[src/shared/acb_pkg.sv]
// register map, field layout and bus constants of the converter register bank
package acb_pkg;

   localparam int NREG = 19;

   // register addresses
   localparam logic [7:0] A_PWR_CTRL   = 8'h00;
   localparam logic [7:0] A_GAIN0      = 8'h01;
   localparam logic [7:0] A_GAIN1      = 8'h02;
   localparam logic [7:0] A_CH_SEL     = 8'h03;
   localparam logic [7:0] A_RES_LOW    = 8'h04;
   localparam logic [7:0] A_RES_MID    = 8'h05;
   localparam logic [7:0] A_RES_HIGH   = 8'h06;
   localparam logic [7:0] A_CONV0      = 8'h07;
   localparam logic [7:0] A_CONV1      = 8'h08;
   localparam logic [7:0] A_CONV_CLK   = 8'h09;
   localparam logic [7:0] A_DAC_HIGH   = 8'h0b;
   localparam logic [7:0] A_DAC_LOW    = 8'h0c;
   localparam logic [7:0] A_DAC_CTRL   = 8'h0d;
   localparam logic [7:0] A_SER_CTRL   = 8'h0e;
   localparam logic [7:0] A_SER_TMO    = 8'h10;
   localparam logic [7:0] A_IOSC       = 8'h11;
   localparam logic [7:0] A_XOSC       = 8'h12;

   // field positions
   localparam int CM_REF_EN_BIT  = 7;
   localparam int CONV_OFF_BIT   = 5;
   localparam int EOC_BIT        = 1;
   localparam int OSC_FLAG_BIT   = 1;
   localparam int DAC_EN_BIT     = 7;
   localparam int DAC_SRC_BIT    = 6;
   localparam int ATTEN_LSB      = 5;
   localparam int ATTEN_W        = 2;
   localparam int DAC_LOW_W      = 4;
   localparam int DAC_HIGH_W     = 8;

   // serial interface
   localparam logic [6:0] DEV_ADDR_BASE = 7'h2c;
   localparam int         ADDR_PIN_W    = 2;
   localparam logic [3:0] BITS_PER_BYTE = 4'h8;
   localparam logic [3:0] LAST_TX_BIT   = 4'h7;

   typedef enum logic [3:0] {
      S_IDLE, S_ADDR, S_ADDR_ACK, S_REG, S_REG_ACK,
      S_WDATA, S_WDATA_ACK, S_RDATA, S_RDATA_ACK
   } acb_i2c_st_t;

   // bits the host may write
   function automatic logic [7:0] acb_wmask(input logic [7:0] a);
      logic [7:0] m;
      m = 8'h00;
      if (a == A_PWR_CTRL) m = 8'h80;
      else if (a == A_GAIN0) m = 8'h7f;
      else if (a == A_GAIN1) m = 8'h7e;
      else if (a == A_CH_SEL) m = 8'h3f;
      else if (a == A_CONV0) m = 8'hff;
      else if (a == A_CONV1) m = 8'hfe;
      else if (a == A_CONV_CLK) m = 8'h1f;
      else if (a == A_DAC_HIGH) m = 8'hff;
      else if (a == A_DAC_LOW) m = 8'h0f;
      else if (a == A_DAC_CTRL) m = 8'hc0;
      else if (a == A_SER_CTRL) m = 8'h8c;
      else if (a == A_SER_TMO) m = 8'hff;
      else if (a == A_IOSC) m = 8'h05;
      else if (a == A_XOSC) m = 8'h05;
      return m;
   endfunction

   // power-on values
   function automatic logic [7:0] acb_reset(input logic [7:0] a);
      logic [7:0] v;
      v = 8'h00;
      if (a == A_CONV0) v = 8'h20;
      else if (a == A_IOSC) v = 8'h01;
      return v;
   endfunction

endpackage

[src/hdl/acb_pin_sync.sv]
// three-stage pin synchroniser with agreement filter
`timescale 1ns/10ps
module acb_pin_sync
   import acb_pkg::*;
#(
   parameter int W = 4
) (
   // clock and reset
   input  wire logic         CLK,
   input  wire logic         RST_N,
   // pins
   input  wire logic [W-1:0] PIN,
   // filtered levels
   output      logic [W-1:0] LEVEL
);

   typedef struct packed {
      logic [W-1:0] s1;
      logic [W-1:0] s2;
      logic [W-1:0] s3;
      logic [W-1:0] lvl;
   } acb_sync_t;

   acb_sync_t st_q;
   acb_sync_t st_d;

   always_comb begin
      st_d    = st_q;
      st_d.s1 = PIN;
      st_d.s2 = st_q.s1;
      st_d.s3 = st_q.s2;
      for (int i = 0; i < W; i++) begin
         if (st_q.s2[i] == st_q.s3[i]) begin
            st_d.lvl[i] = st_q.s3[i];
         end
      end
   end

   always_ff @(posedge CLK or negedge RST_N) begin
      if (!RST_N) begin
         st_q <= '1;
      end else begin
         st_q <= st_d;
      end
   end

   assign LEVEL = st_q.lvl;

endmodule

[src/hdl/acb_reg_bank.sv]
// converter register bank with its serial slave port
// Functional notes
// - every host command and data byte reaches the registers over the serial slave port.
// - power-on reset loads each implemented bit with its listed value, converter control 0 with 8'h20.
// - each conversion result is stored as 24 bits over result low, middle and high.
// - the enable bit in power control switches the common-mode reference on and off.
// - a disabled reference draws no power and floats, and the low seven power control bits read zero.
// - the attenuation field passes the external reference at gain one, one half or one quarter.
// - the 12-bit dac code is high register bits 11..4 plus low register bits 3..0.
// - a low register write only fills a shadow that goes live when the high register is written.
// - bits 7..4 of the dac low register read zero.
// - dac control bit 7 enables the reference dac.
// - dac control bit 6 picks the analog supply (0) or the common-mode reference (1).
// - dac control bits 5..0 read zero.
// - the bandgap is off only with converter off set and reference enable clear.
`timescale 1ns/10ps
module acb_reg_bank
   import acb_pkg::*;
#(
   parameter logic [6:0] SLAVE_BASE = DEV_ADDR_BASE
) (
   // clock and reset
   input  wire logic        CLK,
   input  wire logic        RST_N,
   // serial bus pins
   input  wire logic        SCL_IN,
   input  wire logic        SDA_IN,
   output      logic        SDA_OUT,
   output      logic        SDA_OE,
   // slave address straps
   input  wire logic        ADDR_SEL1,
   input  wire logic        ADDR_SEL2,
   // converter result
   input  wire logic [23:0] RESULT_DATA,
   input  wire logic        RESULT_VALID,
   // oscillator status
   input  wire logic        INT_OSC_STABLE,
   input  wire logic        XTAL_OSC_STABLE,
   // reference and dac controls
   output      logic        COMMON_MODE_REF_ENABLE,
   output      logic        BANDGAP_ON,
   output      logic [1:0]  REFERENCE_ATTENUATION,
   output      logic [11:0] REF_DAC_CODE,
   output      logic        REF_DAC_ENABLE,
   output      logic        REF_DAC_SOURCE_SELECT,
   // raw control registers
   output      logic [7:0]  GAIN_CONTROL_0,
   output      logic [7:0]  GAIN_CONTROL_1,
   output      logic [7:0]  INPUT_CHANNEL_SELECT,
   output      logic [7:0]  CONVERTER_CONTROL_0,
   output      logic [7:0]  CONVERTER_CONTROL_1,
   output      logic [7:0]  CONVERTER_CLOCK_SELECT,
   output      logic [7:0]  SERIAL_INTERFACE_CONTROL,
   output      logic [7:0]  SERIAL_TIMEOUT_CONTROL,
   output      logic [7:0]  INTERNAL_OSC_CONTROL,
   output      logic [7:0]  CRYSTAL_OSC_CONTROL
);

   typedef struct packed {
      logic [NREG-1:0][7:0]   regs;
      logic [DAC_LOW_W-1:0]   dal_act;
      acb_i2c_st_t            st;
      logic [3:0]             bitcnt;
      logic [7:0]             shift;
      logic [7:0]             tx;
      logic [7:0]             ptr;
      logic                   rw;
      logic                   sda_oe;
      logic                   scl_p;
      logic                   sda_p;
   } acb_state_t;

   acb_state_t st_q;
   acb_state_t st_d;

   logic [3:0] pins;
   logic       scl;
   logic       sda;
   logic [6:0] my_addr;

   acb_pin_sync #(
      .W(4)
   ) u_sync (
      .CLK   (CLK),
      .RST_N (RST_N),
      .PIN   ({ADDR_SEL2, ADDR_SEL1, SDA_IN, SCL_IN}),
      .LEVEL (pins)
   );

   assign scl     = pins[0];
   assign sda     = pins[1];
   assign my_addr = {SLAVE_BASE[6:ADDR_PIN_W], pins[3], pins[2]};

   // register read with unimplemented bits forced low
   function automatic logic [7:0] rd(input acb_state_t s,
                                     input logic [7:0] a);
      logic [7:0] v;
      v = 8'h00;
      if (a < 8'(NREG)) begin
         v = s.regs[a[4:0]] & acb_wmask(a);
         if (a == A_RES_LOW || a == A_RES_MID || a == A_RES_HIGH) begin
            v = s.regs[a[4:0]];
         end else if (a == A_CONV1) begin
            v[EOC_BIT] = s.regs[a[4:0]][EOC_BIT];
         end else if (a == A_IOSC) begin
            v[OSC_FLAG_BIT] = INT_OSC_STABLE;
         end else if (a == A_XOSC) begin
            v[OSC_FLAG_BIT] = XTAL_OSC_STABLE;
         end
      end
      return v;
   endfunction

   logic start_ev;
   logic stop_ev;
   logic scl_rise;
   logic scl_fall;

   assign start_ev = st_q.scl_p & scl & st_q.sda_p & ~sda;
   assign stop_ev  = st_q.scl_p & scl & ~st_q.sda_p & sda;
   assign scl_rise = ~st_q.scl_p & scl;
   assign scl_fall = st_q.scl_p & ~scl;

   always_comb begin
      logic       wr_en;
      logic [7:0] wa;
      logic [7:0] wd;
      wr_en    = 1'b0;
      wa       = 8'h00;
      wd       = 8'h00;
      st_d       = st_q;
      st_d.scl_p = scl;
      st_d.sda_p = sda;

      // serial slave sequencing
      if (start_ev) begin
         st_d.st     = S_ADDR;
         st_d.bitcnt = 4'h0;
         st_d.sda_oe = 1'b0;
      end else if (stop_ev) begin
         st_d.st     = S_IDLE;
         st_d.sda_oe = 1'b0;
      end else if (scl_rise) begin
         case (st_q.st)
            S_ADDR, S_REG, S_WDATA: begin
               st_d.shift  = {st_q.shift[6:0], sda};
               st_d.bitcnt = st_q.bitcnt + 4'h1;
            end
            S_RDATA: begin
               st_d.bitcnt = st_q.bitcnt + 4'h1;
            end
            S_RDATA_ACK: begin
               if (sda) begin
                  st_d.st = S_IDLE;
               end
            end
            default: begin
            end
         endcase
      end else if (scl_fall) begin
         case (st_q.st)
            S_ADDR: begin
               if (st_q.bitcnt == BITS_PER_BYTE) begin
                  if (st_q.shift[7:1] == my_addr) begin
                     st_d.rw     = st_q.shift[0];
                     st_d.sda_oe = 1'b1;
                     st_d.st     = S_ADDR_ACK;
                  end else begin
                     st_d.st = S_IDLE;
                  end
               end
            end
            S_ADDR_ACK: begin
               st_d.bitcnt = 4'h0;
               if (st_q.rw) begin
                  st_d.tx     = rd(st_q, st_q.ptr);
                  st_d.sda_oe = ~st_d.tx[7];
                  st_d.ptr    = st_q.ptr + 8'h01;
                  st_d.st     = S_RDATA;
               end else begin
                  st_d.sda_oe = 1'b0;
                  st_d.st     = S_REG;
               end
            end
            S_REG: begin
               if (st_q.bitcnt == BITS_PER_BYTE) begin
                  st_d.ptr    = st_q.shift;
                  st_d.sda_oe = 1'b1;
                  st_d.st     = S_REG_ACK;
               end
            end
            S_REG_ACK, S_WDATA_ACK: begin
               st_d.sda_oe = 1'b0;
               st_d.bitcnt = 4'h0;
               st_d.st     = S_WDATA;
            end
            S_WDATA: begin
               if (st_q.bitcnt == BITS_PER_BYTE) begin
                  wr_en       = 1'b1;
                  wa          = st_q.ptr;
                  wd          = st_q.shift;
                  st_d.ptr    = st_q.ptr + 8'h01;
                  st_d.sda_oe = 1'b1;
                  st_d.st     = S_WDATA_ACK;
               end
            end
            S_RDATA: begin
               if (st_q.bitcnt == BITS_PER_BYTE) begin
                  st_d.sda_oe = 1'b0;
                  st_d.st     = S_RDATA_ACK;
               end else if (st_q.bitcnt <= LAST_TX_BIT) begin
                  st_d.tx     = {st_q.tx[6:0], 1'b0};
                  st_d.sda_oe = ~st_d.tx[7];
               end
            end
            S_RDATA_ACK: begin
               st_d.bitcnt = 4'h0;
               st_d.tx     = rd(st_q, st_q.ptr);
               st_d.sda_oe = ~st_d.tx[7];
               st_d.ptr    = st_q.ptr + 8'h01;
               st_d.st     = S_RDATA;
            end
            default: begin
               st_d.sda_oe = 1'b0;
            end
         endcase
      end

      // host write into the register array
      if (wr_en && wa < 8'(NREG)) begin
         st_d.regs[wa[4:0]] = (st_q.regs[wa[4:0]] & ~acb_wmask(wa))
                              | (wd & acb_wmask(wa));
         if (wa == A_CONV1) begin
            st_d.regs[wa[4:0]][EOC_BIT] = wd[EOC_BIT];
         end
         if (wa == A_DAC_HIGH) begin
            st_d.dal_act = st_q.regs[A_DAC_LOW[4:0]][DAC_LOW_W-1:0];
         end
      end

      // conversion result capture, set of end flag wins over a clear
      if (RESULT_VALID) begin
         st_d.regs[A_RES_LOW[4:0]]  = RESULT_DATA[7:0];
         st_d.regs[A_RES_MID[4:0]]  = RESULT_DATA[15:8];
         st_d.regs[A_RES_HIGH[4:0]] = RESULT_DATA[23:16];
         st_d.regs[A_CONV1[4:0]][EOC_BIT] = 1'b1;
      end
   end

   always_ff @(posedge CLK or negedge RST_N) begin
      if (!RST_N) begin
         st_q        <= '0;
         st_q.st     <= S_IDLE;
         st_q.scl_p  <= 1'b1;
         st_q.sda_p  <= 1'b1;
         st_q.regs[A_CONV0[4:0]] <= acb_reset(A_CONV0);
         st_q.regs[A_IOSC[4:0]]  <= acb_reset(A_IOSC);
      end else begin
         st_q <= st_d;
      end
   end

   // bus pin drive, open drain
   assign SDA_OUT = 1'b0;
   assign SDA_OE  = st_q.sda_oe;

   // analog control decode
   assign COMMON_MODE_REF_ENABLE =
      st_q.regs[A_PWR_CTRL[4:0]][CM_REF_EN_BIT];
   assign BANDGAP_ON = ~(st_q.regs[A_CONV0[4:0]][CONV_OFF_BIT]
      & ~st_q.regs[A_PWR_CTRL[4:0]][CM_REF_EN_BIT]);
   assign REFERENCE_ATTENUATION =
      st_q.regs[A_GAIN0[4:0]][ATTEN_LSB +: ATTEN_W];
   assign REF_DAC_CODE = {st_q.regs[A_DAC_HIGH[4:0]], st_q.dal_act};
   assign REF_DAC_ENABLE = st_q.regs[A_DAC_CTRL[4:0]][DAC_EN_BIT];
   assign REF_DAC_SOURCE_SELECT =
      st_q.regs[A_DAC_CTRL[4:0]][DAC_SRC_BIT];

   assign GAIN_CONTROL_0           = st_q.regs[A_GAIN0[4:0]];
   assign GAIN_CONTROL_1           = st_q.regs[A_GAIN1[4:0]];
   assign INPUT_CHANNEL_SELECT     = st_q.regs[A_CH_SEL[4:0]];
   assign CONVERTER_CONTROL_0      = st_q.regs[A_CONV0[4:0]];
   assign CONVERTER_CONTROL_1      = st_q.regs[A_CONV1[4:0]];
   assign CONVERTER_CLOCK_SELECT   = st_q.regs[A_CONV_CLK[4:0]];
   assign SERIAL_INTERFACE_CONTROL = st_q.regs[A_SER_CTRL[4:0]];
   assign SERIAL_TIMEOUT_CONTROL   = st_q.regs[A_SER_TMO[4:0]];
   assign INTERNAL_OSC_CONTROL     = st_q.regs[A_IOSC[4:0]];
   assign CRYSTAL_OSC_CONTROL      = st_q.regs[A_XOSC[4:0]];

endmodule

[config.mk]
export PLATFORM = sky130hd
export DESIGN_NAME = acb_reg_bank
export DESIGN_NICKNAME = d
export VERILOG_FILES = /design/src/shared/acb_pkg.sv /design/src/hdl/acb_pin_sync.sv /design/src/hdl/acb_reg_bank.sv
export SDC_FILE = /design/constraint.sdc
export NUM_CORES = 1
export LEC_CHECK = 0
export ABC_AREA = 0
export BUFFER_PORTS_ARGS = -buffer_cell sky130_fd_sc_hd__buf_4
export CAP_MARGIN = 10
export CORE_UTILIZATION = 54
export CTS_CLUSTER_DIAMETER = 200
export DETAILED_ROUTE_END_ITERATION = 10
export PLACE_DENSITY_LB_ADDON = 0.12
export REMOVE_ABC_BUFFERS = 1
export SYNTH_ARGS = -nofsm -noshare
export SYNTH_HDL_FRONTEND = slang
export SYNTH_SLANG_ARGS = --single-unit
[constraint.sdc]
create_clock -name CLK -period 2.7 [get_ports CLK]
set_input_delay 0.27 -clock CLK [delete_from_list [all_inputs] [get_ports CLK]]
set_output_delay 0.27 -clock CLK [all_outputs]
set_load 0.01 [all_outputs]
==> results.md <==
- The flow ran to the end, and the final reports show no timing, DRC or antenna violations.
- The global-route wire length before repair is 56500 um.
- In the finished design, the share of the clock period the worst path needs comes to about 96%.
- The area of placed instances is 12700 um2.
- Among all flip-flop cells after synthesis, the most frequent one is sky130_fd_sc_hd__dfrtp_1.
- The time the final worst path needs with I/O delays and setup is between 2000 and 3000 ps.
- The die is between 150 and 200 um tall.
- The post-route clock skew is ~28 ps.
- The initial utilization of the core area, before any placement, comes to a little under three fifths.
- The worst-case IR drop observed on VDD is just over 500 uV.
- The final count of pins violating max slew came to 0.
- After filler insertion, the fill cell instance count of the layout stands at roughly 1800.
- At the end of routability-driven placement, the weighted congestion stood at approximately 0.96.
- STA classifies the critical path endpoint as a flop.
- After routing the design area is ~14000 um2.
- In this run the tightest slew margin relative to its limit is 53.5%.
- The largest driver fanout on the critical path is 11.
- The final wirelength is ~37000 um.
- The maximum clock frequency is between 300 and 400 MHz.
- Of all cell types, the one taking the most synthesized area is sky130_fd_sc_hd__dfrtp_1.
- Setup repair after global routing left no endpoint under its margin.
- The number of antenna violations at the first check in global routing came to 0.
- Across all layers, the routed design uses between 9000 and 10000 vias.
- The chip width is 150 um.
- After technology mapping, the gate count stands at about 1200.
- The clock network accounts for 44.7% of the total power.
- The largest net degree at the start of global routing is 77.
- The slew at the pin with the worst max-slew slack is between 600 and 700 ps.
- The category of the worst setup path launch point is a flop.
- The clock-pin slew reported for the worst setup and hold paths after clock tree synthesis is 60 ps.
- The first TritonRoute pass finished after 5 iterations.
- The share of total power dissipated in sequential elements is 46.1%.
- The later pin in the worst-skew pair is clocked with a latency of approximately 540 ps.
- The proportion of power drawn by combinational gates is around 9.2%.
- The placeable core area is roughly 21000 um2.
- The detail route stage leaves a number of antenna-violating nets equal to 0.
- After detailed routing, the number of vias per cell comes to 6.15.
- The count of max-cap constraint violations is 0.
- The most common cell after layout, fill and taps aside is sky130_fd_sc_hd__buf_4.
- In this run the tool buffered the top-level ports with between 100 and 150 buffer cells.
- The die covers approximately 23000 um2.
- 0 antenna diodes ended up in the layout.
- The detailed router finished its first iteration with between 800 and 900 violations.
- The average size of a mapped cell is between 9 and 10 um2.
- In this run the biggest area consumer among cell types represents around two fifths of the synthesized area.
- The internal portion of the total power is between 5 and 6 mW.
- The arrival time of data at the critical path endpoint is a little over 3000 ps.
- The number of clock buffers inserted by TritonCTS is 24.
- In the final design database the tool counted about 1300 nets.
- The synthesis-to-finish area growth is 15.4%.
- The count of unresolved DRC violations after routing is 0.
- The class of the worst hold path is input pin to flop.
- The root buffer cell chosen for the clock tree is sky130_fd_sc_hd__clkbuf_16.
- In this run the number of H-tree levels came out at 1.
- The share of cells above drive strength 1 is 29.1%.
- The total global routing overflow is 0.
- The number of enable flip-flop cells after synthesis is 0.
- For this design the total switching power over the nets is around 1.9 mW.
- The global router's overall resource usage is about a third.
- The HPWL after detailed placement is between 20000 and 30000 um.
- The cell area that synthesis handed to floorplanning was ~12000 um2.
- The number of global-route vias before repair came to around 9400.
- The setup slack on the worst flop-to-flop path is around 97 ps.
- The switching share of total power is 25.4%.
- The library cells used most frequently in the layout, excluding fill and tap cells, are sky130_fd_sc_hd__buf_4, sky130_fd_sc_hd__dfrtp_1, sky130_fd_sc_hd__nand2_1.
- By area the synthesized netlist is led by sky130_fd_sc_hd__dfrtp_1, sky130_fd_sc_hd__buf_4, sky130_fd_sc_hd__dfstp_2, sky130_fd_sc_hd__o21ai_0, sky130_fd_sc_hd__nand2_1.
- The worst setup path is of the flop to flop kind.
- The setup violation total in the final timing report is 0.
- Summing the sequential cell areas from Yosys gives between 40% and 50% of the chip area.
- Yosys printed 0 warnings.
- Counting every sink on the clock net gives a little over 200.
- The power density relative to cell area is 538 nW/um2.
- For this run, the share of the core covered by cells in the final layout is 64.4%.
- TritonCTS built the clock tree.
- In this run, distinct cell masters in the synthesized netlist total 90.
- The cell leakage power is 6.02 nW.
- The hold violation count in the final report is 0.
- After floorplanning, the core was divided into 53 placement rows.
- The number of ports placed on the die boundary is between 100 and 150.
- The share of synthesized flip-flops with an asynchronous set or reset is between 90% and 100%.
- The maximum clock path buffer count is 3.
- The required time of the critical path is 3120 ps.
- In the final routed layout, each cell accounts on average for approximately 24 um.
- The synthesis-stage register bit count is just over 200.
## synth_stat cells, drive strengths merged (20+ instances only)
cell type and instances:
nand3 21, buf 139, a21oi 58, nor2 60, dfstp 20, nand2 135, mux2i 38, clkbuf 98
nor3 26, inv 21, o22ai 21, mux2 28, mux4 20, o21ai 114, dfrtp 187, a22oi 20
## metal layers
metal / GRT usage [%] / part of all wire [%]
met1: 47.1 / 43
met5: 0 / 0
met2: 49.4 / 44
met4: 14.9 / 4.6
met3: 6.88 / 9.1
## registers in the layout, indices dropped and copies added (netlist names), 8 cells and up, named ones only
| name | flops |
|---|---|
| INPUT_CHANNEL_SELECT | 8 |
| INTERNAL_OSC_CONTROL | 8 |
| GAIN_CONTROL_0 | 8 |
| CRYSTAL_OSC_CONTROL | 8 |
| CONVERTER_CONTROL_1 | 8 |
| CONVERTER_CONTROL_0 | 8 |
| REF_DAC_CODE | 11 |
| GAIN_CONTROL_1 | 8 |
| u_sync.st_d | 8 |
| SERIAL_INTERFACE_CONTROL | 8 |
| SERIAL_TIMEOUT_CONTROL | 8 |
| st_q | 95 |
| CONVERTER_CLOCK_SELECT | 8 |
## cells by family (layout without fill, tap and decap cells)
group                    Yosys count  count (layout)  synth area share [%]
AO/OA/AOI/OAI                    328             328                  18.2
XOR/XNOR                           7               7                 0.517
adder cells (fa/ha/maj)           14              14                  1.39
buffers and inverters            260             314                  12.1
flip-flops                       207             207                  43.8
multiplexers                      86              86                  9.66
other                              1               1                0.0316
AND/OR/NAND/NOR                  338             338                  14.3
## cell type report
type	count	area [um2]	share of cell area, %
clock buffers	32	671	4.89
multi-input cells	774	5250	38.3
flip-flops and latches	207	5210	38.0
repair buffers	248	2010	14.6
inverters	23	86.3	0.630
clock inverters	11	133	0.968
well taps	275	344	2.51
## path summary, 6_finish.rpt
check / startpoint / end / cells past startpoint
min reg2reg: u_sync.st_d[11] / u_sync.st_d[7] / 0
min: RESULT_DATA[20] / st_q[92] / 3
min in group asynchronous: RST_N / CRYSTAL_OSC_CONTROL[5] / 2
max: st_q[28] / REF_DAC_CODE[3] / 10
max reg2reg: st_q[28] / REF_DAC_CODE[3] / 10
max in group asynchronous: RST_N / u_sync.st_d[11] / 3
## power groups by stage
stage | logic (mW) | registers [mW] | clock network [mW]
2_1_floorplan | 0.334 | 3.41 | 0
3_3_place_gp | 0.652 | 3.44 | 0
3_5_place_dp | 0.653 | 3.45 | 0
4_1_cts | 0.677 | 3.39 | 3.34
5_1_grt | 0.739 | 3.41 | 3.46
6_report | 0.678 | 3.40 | 3.29
## through the flow
stage / instances / power, mW / setup slack (ps) / hold slack (ps) / TNS [ps]
6_report: 1570 / 7.37 / 97.0 / 13.1 / 0
5_1_grt: 1570 / 7.61 / 8.48 / 1.85 / 0
4_1_cts: 1564 / 7.41 / 28.7 / 3.09 / 0
3_5_place_dp: 1506 / 4.10 / -13.5 / 339 / -13.5
3_3_place_gp: 1506 / 4.10 / 114 / 343 / 0
2_1_floorplan: 1004 / 3.74 / -1890 / -25.6 / -120530
## worst max-delay path, cell delays in order, from the launching register on
cell	delay [ps]
sky130_fd_sc_hd__dfrtp_1	420
sky130_fd_sc_hd__inv_1	70
sky130_fd_sc_hd__ha_1	170
sky130_fd_sc_hd__nand3b_1	200
sky130_fd_sc_hd__or3_4	430
sky130_fd_sc_hd__nor2_4	270
sky130_fd_sc_hd__buf_4	170
sky130_fd_sc_hd__buf_4	100
sky130_fd_sc_hd__nand3_1	160
sky130_fd_sc_hd__buf_4	240
sky130_fd_sc_hd__mux2_2	280
## timing repair
item	4_1_cts	5_1_grt
endpoints found under the setup margin	2	26
gates resized for setup	1	5
pin swaps	0	2
hold endpoints to repair	76	0
setup buffers	0	6
hold buffers	15	0
No activity file was read; power rests on OpenSTA's default activity.
